## config.mk

```make
export PLATFORM = sky130hd
export DESIGN_NAME = voltage_comparator_ctrl
export DESIGN_NICKNAME = d
export VERILOG_FILES = /design/src/rtl/cmp_pkg.sv /design/src/rtl/voltage_comparator_ctrl.sv
export VERILOG_INCLUDE_DIRS = /design/src /design/src/rtl
export SDC_FILE = /design/constraint.sdc
export NUM_CORES = 1
export LEC_CHECK = 0
export BUFFER_PORTS_ARGS = -buffer_cell sky130_fd_sc_hd__buf_4
export CAP_MARGIN = 30
export CELL_PAD_IN_SITES_DETAIL_PLACEMENT = 2
export CELL_PAD_IN_SITES_GLOBAL_PLACEMENT = 2
export CORE_MARGIN = 1
export CORE_UTILIZATION = 29
export DETAILED_ROUTE_END_ITERATION = 8
export GPL_ROUTABILITY_DRIVEN = 0
export HOLD_SLACK_MARGIN = 0.15
export PLACE_DENSITY = 0.79
export SYNTH_ARGS = -nofsm -noshare
export SYNTH_HDL_FRONTEND = slang
export SYNTH_SLANG_ARGS = --single-unit
```

## constraint.sdc

```tcl
create_clock -name pclk -period 1.9 [get_ports pclk]
set_clock_uncertainty 0.15 [all_clocks]
set_input_delay 0.095 -clock pclk [delete_from_list [all_inputs] [get_ports pclk]]
set_output_delay 0.095 -clock pclk [all_outputs]
set_load 0.05 [all_outputs]
```

## src/rtl/cmp_defs.svh

```systemverilog
// Register indexes, field positions and reset values of the comparator block.
`ifndef CMP_DEFS_SVH
`define CMP_DEFS_SVH

// Register indexes; the byte address is four times the index.
`define CMP_CTRL0_IDX 8'h9B
`define CMP_CTRL1_IDX 8'h9A
`define CMP_MODE0_IDX 8'h9D
`define CMP_MODE1_IDX 8'h9C
`define CMP_MUX0_IDX 8'h9F
`define CMP_MUX1_IDX 8'h9E
`define CMP_STAT_IDX 8'hA0
`define CMP_MASK_IDX 8'hA1
`define CMP_RSRC_IDX 8'hA2

// Control register fields.
`define CTRL_EN_BIT 7
`define CTRL_OUT_BIT 6
`define CTRL_RIF_BIT 5
`define CTRL_FIF_BIT 4
`define CTRL_HYP_MSB 3
`define CTRL_HYP_LSB 2
`define CTRL_HYN_MSB 1
`define CTRL_HYN_LSB 0

// Mode register fields.
`define MODE_RIE_BIT 5
`define MODE_FIE_BIT 4
`define MODE_MD_MSB 1
`define MODE_MD_LSB 0

// Input select register fields.
`define MUX_NEG_MSB 6
`define MUX_NEG_LSB 4
`define MUX_POS_MSB 2
`define MUX_POS_LSB 0

// Reset values.
`define CMP_CTRL_RST 8'h00
`define CMP_MODE_RST 8'h02
`define CMP_MD_RST 2'h2
`define CMP_MUX_RST 8'h00
`define IRQ_MASK_RST 4'h0

`endif

```

## src/rtl/cmp_pkg.sv

```systemverilog
// Types shared by the comparator control block.
package cmp_pkg;

  typedef enum logic [1:0] {HYST_OFF, HYST_5MV, HYST_10MV, HYST_20MV} hyst_e;

  typedef struct packed {
    logic enable;
    hyst_e pos_hyst;
    hyst_e neg_hyst;
    logic [1:0] resp_mode;
    logic [2:0] pos_sel;
    logic [2:0] neg_sel;
  } cmp_cfg_s;

  typedef struct packed {
    logic [1:0] en;
    logic [1:0] rif;
    logic [1:0] fif;
    logic [1:0][1:0] hyp;
    logic [1:0][1:0] hyn;
    logic [1:0] rie;
    logic [1:0] fie;
    logic [1:0][1:0] md;
    logic [1:0][2:0] psel;
    logic [1:0][2:0] nsel;
    logic [1:0] sync1;
    logic [1:0] sync2;
    logic [1:0] latched;
    logic [3:0] mask;
    logic rst_en;
    logic [31:0] prdata;
  } st_s;

endpackage

```

## src/rtl/voltage_comparator_ctrl.sv

```systemverilog
// Control and status logic for two voltage comparators behind an APB slave.
//
// Chosen here: the APB interface to the registers.
`timescale 1ns/1ns
`include "cmp_defs.svh"

// Operation
// [RULE1] Two comparators behave alike; only comparator 0 can request reset.
// [RULE2] Each comparator gives a clock-latched output and a raw unclocked one.
// [RULE3] Raw output path has no flip-flop, so it works with the clock stopped.
// [RULE4] Separate positive and negative input selects steer the analog muxes.
// [RULE5] A disabled comparator drives its pin outputs low.
// [RULE6] Response-mode field goes to the analog core; slower saves current.
// [RULE7] Control bits 3-2 set positive, bits 1-0 negative hysteresis.
// [RULE8] Positive hysteresis codes: off, 5 mV, 10 mV, 20 mV.
// [RULE9] Negative hysteresis uses the same four codes.
// [RULE10] Falling output sets the falling flag; rising output sets rising flag.
// [RULE11] Edge flags stay set until software writes zero to them; the status register also clears them on a write of one.
// [RULE12] Interrupts can come on rising, falling or both edges.
// [RULE13] Control bit 6 reads the current result, one when plus beats minus.
// [RULE14] Control bit 7 enables the comparator when one, disables when zero.
// [RULE15] Comparator 0 control sits at index 9B and resets to zero.
// [RULE16] Mode bit 5 enables rising, bit 4 falling edge interrupts.
// [RULE17] Two-bit response mode, fastest at 0; mode register resets to 02.
// [RULE18] Input select: negative in bits 6-4, positive in bits 2-0.
// [RULE19] Raw decision passes two synchroniser flops before all clocked uses.
module voltage_comparator_ctrl #(
  parameter int ADDR_W = 12
) (
  // Clock and reset.
  input wire logic pclk,
  input wire logic presetn,
  // APB slave.
  input wire logic psel,
  input wire logic penable,
  input wire logic pwrite,
  input wire logic [ADDR_W-1:0] paddr,
  input wire logic [31:0] pwdata,
  output logic [31:0] prdata,
  output logic pready,
  output logic pslverr,
  // Analog core.
  input wire logic [1:0] cmp_raw_in,
  output cmp_pkg::cmp_cfg_s [1:0] cmp_cfg,
  // Pin outputs and system requests.
  output logic [1:0] raw_out,
  output logic [1:0] latched_out,
  output logic irq,
  output logic reset_req
);
  import cmp_pkg::*;

  localparam logic [7:0] CTRL_IDX [2] = '{`CMP_CTRL0_IDX, `CMP_CTRL1_IDX};
  localparam logic [7:0] MODE_IDX [2] = '{`CMP_MODE0_IDX, `CMP_MODE1_IDX};
  localparam logic [7:0] MUX_IDX [2] = '{`CMP_MUX0_IDX, `CMP_MUX1_IDX};
  localparam st_s ST_RST = '{
    md: {2{`CMP_MD_RST}},
    mask: `IRQ_MASK_RST,
    default: '0
  };

  st_s st_r;
  st_s st_nxt;
  logic [7:0] idx;
  logic aligned;
  logic hit;
  logic wr;
  logic [1:0] rise;
  logic [1:0] fall;
  logic [7:0] rd_val;

  // Maps a two-bit hysteresis code onto the analog selection.
  function automatic hyst_e hyst_decode(input logic [1:0] code);
    hyst_e h;
    unique case (code)
      2'h0: h = HYST_OFF;
      2'h1: h = HYST_5MV;
      2'h2: h = HYST_10MV;
      2'h3: h = HYST_20MV;
    endcase
    return h;
  endfunction

  // True when the index names a register of this block.
  function automatic logic is_reg(input logic [7:0] i);
    logic r;
    r = (i == `CMP_STAT_IDX) || (i == `CMP_MASK_IDX) || (i == `CMP_RSRC_IDX);
    for (int n = 0; n < 2; n++)
    begin
      r = r || (i == CTRL_IDX[n]) || (i == MODE_IDX[n]) || (i == MUX_IDX[n]);
    end
    return r;
  endfunction

  assign idx = paddr[9:2];
  assign aligned = (paddr[1:0] == 2'h0) && (paddr[ADDR_W-1:10] == '0);
  assign hit = aligned && is_reg(idx);
  assign wr = psel && penable && pwrite && hit;

  // Zero wait states; data for reads is captured in the setup cycle.
  assign pready = 1'b1;
  assign pslverr = psel && penable && !hit;
  assign prdata = st_r.prdata;

  always_comb
  begin
    st_nxt = st_r;
    rd_val = 8'h00;
    rise = 2'h0;
    fall = 2'h0;
    for (int n = 0; n < 2; n++)
    begin
      // Two-flop synchroniser; only the second stage is looked at.
      st_nxt.sync1[n] = cmp_raw_in[n]; // RULE19
      st_nxt.sync2[n] = st_r.sync1[n]; // RULE19

      if (wr && idx == CTRL_IDX[n])
      begin
        st_nxt.en[n] = pwdata[`CTRL_EN_BIT]; // RULE14
        if (!pwdata[`CTRL_RIF_BIT])
        begin
          st_nxt.rif[n] = 1'b0; // RULE11
        end
        if (!pwdata[`CTRL_FIF_BIT])
        begin
          st_nxt.fif[n] = 1'b0; // RULE11
        end
        st_nxt.hyp[n] = pwdata[`CTRL_HYP_MSB:`CTRL_HYP_LSB]; // RULE7
        st_nxt.hyn[n] = pwdata[`CTRL_HYN_MSB:`CTRL_HYN_LSB]; // RULE7
      end

      if (wr && idx == MODE_IDX[n])
      begin
        st_nxt.rie[n] = pwdata[`MODE_RIE_BIT]; // RULE16
        st_nxt.fie[n] = pwdata[`MODE_FIE_BIT]; // RULE16
        st_nxt.md[n] = pwdata[`MODE_MD_MSB:`MODE_MD_LSB]; // RULE17
      end

      if (wr && idx == MUX_IDX[n])
      begin
        st_nxt.nsel[n] = pwdata[`MUX_NEG_MSB:`MUX_NEG_LSB]; // RULE18
        st_nxt.psel[n] = pwdata[`MUX_POS_MSB:`MUX_POS_LSB]; // RULE18
      end

      // Latched output uses the enable being written, so disabling drops it at the same edge.
      st_nxt.latched[n] = st_r.sync2[n] && st_nxt.en[n]; // RULE2 RULE5
      rise[n] = st_nxt.latched[n] && !st_r.latched[n]; // RULE10
      fall[n] = !st_nxt.latched[n] && st_r.latched[n]; // RULE10

      // The status view clears a flag by writing one to it.
      if (wr && idx == `CMP_STAT_IDX)
      begin
        if (pwdata[2*n])
        begin
          st_nxt.rif[n] = 1'b0;
        end
        if (pwdata[2*n+1])
        begin
          st_nxt.fif[n] = 1'b0;
        end
      end

      // An edge in the clearing cycle keeps its flag set.
      st_nxt.rif[n] = st_nxt.rif[n] || rise[n]; // RULE10 RULE11
      st_nxt.fif[n] = st_nxt.fif[n] || fall[n]; // RULE10 RULE11

      if (idx == CTRL_IDX[n])
      begin
        rd_val = {st_r.en[n], st_r.latched[n], st_r.rif[n], st_r.fif[n],
                  st_r.hyp[n], st_r.hyn[n]}; // RULE13 RULE15
      end
      if (idx == MODE_IDX[n])
      begin
        rd_val = {2'h0, st_r.rie[n], st_r.fie[n], 2'h0, st_r.md[n]};
      end
      if (idx == MUX_IDX[n])
      begin
        rd_val = {1'b0, st_r.nsel[n], 1'b0, st_r.psel[n]}; // RULE18
      end
    end

    if (wr && idx == `CMP_MASK_IDX)
    begin
      st_nxt.mask = pwdata[3:0];
    end
    if (wr && idx == `CMP_RSRC_IDX)
    begin
      st_nxt.rst_en = pwdata[0];
    end
    if (idx == `CMP_STAT_IDX)
    begin
      rd_val = {4'h0, st_r.fif[1], st_r.rif[1], st_r.fif[0], st_r.rif[0]};
    end
    if (idx == `CMP_MASK_IDX)
    begin
      rd_val = {4'h0, st_r.mask};
    end
    if (idx == `CMP_RSRC_IDX)
    begin
      rd_val = {7'h00, st_r.rst_en};
    end

    if (psel && !penable)
    begin
      st_nxt.prdata = hit ? {24'h000000, rd_val} : 32'h00000000;
    end
  end

  always_ff @(posedge pclk or negedge presetn)
  begin
    if (!presetn)
    begin
      st_r <= ST_RST; // RULE15 RULE17
    end
    else
    begin
      st_r <= st_nxt;
    end
  end

  // Configuration handed to the analog core.
  always_comb
  begin
    for (int n = 0; n < 2; n++)
    begin
      cmp_cfg[n].enable = st_r.en[n];
      cmp_cfg[n].pos_hyst = hyst_decode(st_r.hyp[n]); // RULE8
      cmp_cfg[n].neg_hyst = hyst_decode(st_r.hyn[n]); // RULE9
      cmp_cfg[n].resp_mode = st_r.md[n]; // RULE6
      cmp_cfg[n].pos_sel = st_r.psel[n]; // RULE4
      cmp_cfg[n].neg_sel = st_r.nsel[n]; // RULE4
    end
  end

  // The raw path is a plain gate so it follows the core with no clock.
  assign raw_out = cmp_raw_in & st_r.en; // RULE3 RULE5
  assign latched_out = st_r.latched; // RULE2

  // Flag, per-edge enable and mask must all be set for a request.
  assign irq = |({st_r.fif[1], st_r.rif[1], st_r.fif[0], st_r.rif[0]}
                 & {st_r.fie[1], st_r.rie[1], st_r.fie[0], st_r.rie[0]}
                 & st_r.mask); // RULE12 RULE16

  // Only comparator 0 may ask for a reset, while its result is low.
  assign reset_req = st_r.rst_en && st_r.en[0] && !st_r.latched[0]; // RULE1
endmodule

```

==> flow_metrics.env <==
export IMPL_power_mw=2.14
export IMPL_worst_slew_pin_slew_ns=0.723
export IMPL_ios=117
export IMPL_hold_slack_ns=0.164
export IMPL_antenna_found_initial=0
export IMPL_setup_viol=0
export IMPL_synth_seq_cells=53
export IMPL_clk_pin_slew_worst_paths_ns=0.10
export IMPL_drtIter0Drc=113
export IMPL_die_area_sq_mm=0.0112
export IMPL_rsz0062_at_grt="false"
export IMPL_synth_top_cells_by_count="53 x buf_4, 51 x dfrtp_1, 34 x mux2_2"
export IMPL_synthFlopType="dfrtp_1"
export IMPL_die_w_microns=106
export IMPL_layout_min_cycle_time_ns=1.85
export IMPL_critPathKind="input port to register"
export IMPL_syn2layout_area_growth_pct=23.8
export IMPL_min_path_cells=5
export IMPL_drt_first_pass_iters=4
export IMPL_synth_top_area_cell="dfrtp_1"
export IMPL_max_cap_violations=0
export IMPL_drt_wl_total_microns=9800
export IMPL_placedCellCount=487
export IMPL_synth_warning_count=0
export IMPL_cp_arrival_ns=1.90
export IMPL_async_flop_share_pct=100
export IMPL_setup_slack_ns=0.0460
export IMPL_htree_levels=2
export IMPL_antennaDiodeCount=0
export IMPL_irDropWorstVdd_v=0.000325
export IMPL_leakage_nw=1.90
export IMPL_vias=2498
export IMPL_grt_pass1_vias=2650
export IMPL_start_util_pct=30.1
export IMPL_dpl_hpwl_microns=7450
export IMPL_die_h_microns=106
export IMPL_core_area_sq_mm=0.0104
export IMPL_row_count=37
export IMPL_ys_seq_area_share_pct=42.4
export IMPL_status="complete, no violations"
export IMPL_synth_cell_types=48
export IMPL_grt_pass1_wl_microns=15400
export IMPL_end_kind="register"
export IMPL_timing_fmax_mhz=539
export IMPL_nNetsFinal=423
export IMPL_setup_tns_ns=0
export IMPL_avgSynthCellArea_sq_um=10.2
export IMPL_syn_area_sq_mm=0.00314
export IMPL_ant_nets=0
export IMPL_wl_per_cell_microns=19.2
export IMPL_fillerInstances=1145
export IMPL_clock_latency_ns=0.31
export IMPL_dpl_worst_slack_ns=-0.232
export IMPL_viasPerCell=4.91
export IMPL_cp_start_kind="input port"
export IMPL_yosysTopAreaCellShare_pct=40.7
export IMPL_worstRegToRegCells=5
export IMPL_fin_cells=509
export IMPL_synth_edf_count=0
export IMPL_drc=0
export IMPL_path_max_fanout=4
export IMPL_power_per_cell_area_mw_per_mm2=552
export IMPL_numCtsBuffers=5
export IMPL_yosys_top_cells_area="dfrtp_1 41%, buf_4 13%, mux2_2 12%"
export IMPL_cts_buffer_depth=2
export IMPL_hold_viol_final=0
export IMPL_synth_cells=307
export IMPL_track_usage_pct=18.0
export IMPL_min_period_over_period_pct=97.6
export IMPL_grt_ovfl_total=0
export IMPL_grt_max_degree=54
export IMPL_relSlewSlack_pct=51.8
export IMPL_port_buffers=67
export IMPL_cts_root_buffer="clkbuf_8"
export IMPL_slew_violations=0
export IMPL_hold_class="input port to register"
export IMPL_drive_gt1_share_pct=42.1
export IMPL_cts_tree="built"
export IMPL_synth_most_common_cell="buf_4"
export IMPL_crit_required_ns=1.95
export IMPL_cts_sinks=53
[sequential cells by signal (all words and copies together), names as in the netlist]
signal       count
st_r            23
cmp_cfg         18
prdata           8
latched_out      2
st_nxt           2
[worst paths after layout]
kind | slack [ns] | to | startpoint
max | 0.05 | st_r[71] | paddr[5]
min | 0.16 | prdata[4] | penable
max reg2reg | 0.28 | prdata[1] | cmp_cfg[4]
min reg2reg | 0.21 | st_r[39] | st_nxt[39]
max in group asynchronous | 0.88 | st_r[65] | presetn
min in group asynchronous | 0.23 | prdata[7] | presetn
[layer usage]
metal	vias up	global-route usage [%]	wire, microns
met5	-	0	0
met4	0	3.47	98
met3	8	2.39	356
met2	69	30.5	4760
met1	1289	24.7	4580
li1	1132	-	-
[logic make-up after synthesis]
family	after synthesis	synth area share, %
mux	45	15.9
buf+inv	78	16.2
other cells	2	0.239
flops	53	42.4
compound gates	47	10.8
simple gates	82	14.6
[cell usage in the layout (no fill, tap or decap), types with 2 or more instances in the layout]
master / instances
nor2_4: 2
o31ai_1: 3
or4_4: 2
o2bb2ai_1: 3
nand2b_1: 3
inv_1: 5
mux2i_1: 10
a22o_1: 2
a21o_1: 2
clkbuf_8: 5
nand4_1: 3
nor2b_1: 5
dfstp_2: 2
a32o_1: 3
o22ai_1: 2
nor2_1: 8
nor2_2: 2
nand3b_1: 2
dlygate4sd3_1: 12
a2bb2oi_1: 2
a21oi_1: 7
nand2_1: 23
nand3_1: 12
dfrtp_1: 51
or4bb_4: 2
and2_1: 3
o21ai_0: 10
o221ai_1: 3
conb_1: 25
a32oi_1: 5
nor4_4: 2
nor3_1: 4
buf_4: 96
mux2_2: 34
[metrics by stage]
step / util (%) / instance area [sq um]
6_report: 37.3 / 3880
5_1_grt: 37.3 / 3880
4_1_cts: 37.1 / 3870
3_5_place_dp: 35.0 / 3640
3_3_place_gp: 35.0 / 3640
2_1_floorplan: - / 3260
[final cells by class]
type / count / area, sq um / share of cell area [%]
clock buffer: 5 / 68.8 / 1.77
inverter: 5 / 18.8 / 0.483
sequential: 53 / 1330 / 34.2
tap: 136 / 170 / 4.38
multi-input combinational: 199 / 1430 / 36.9
timing repair buffer: 108 / 841 / 21.7
clock inverter: 3 / 21.3 / 0.548
[where the power goes]
part	switching (mW)	internal, mW
logic	0.243	0.0991
clock network	0.398	0.263
registers	0.00523	1.13
total	0.646	1.50
[what timing repair did]
| item | CTS | global route |
|---|---|---|
| setup buffers | 2 | 0 |
| cloned | 0 | 0 |
| hold buffers | 12 | 0 |
| hold endpoints to repair | 101 | 0 |
| gates resized for setup | 0 | 2 |
| setup endpoints to repair | 1 | 2 |
[worst max-delay path: stages]
cell       delay [ns]
buf_4            0.12
or3b_2           0.49
or4_1            0.56
nor4_4           0.19
buf_4            0.17
a2bb2oi_1        0.08
a22o_1           0.19
Power figures use the tool's default switching activity.
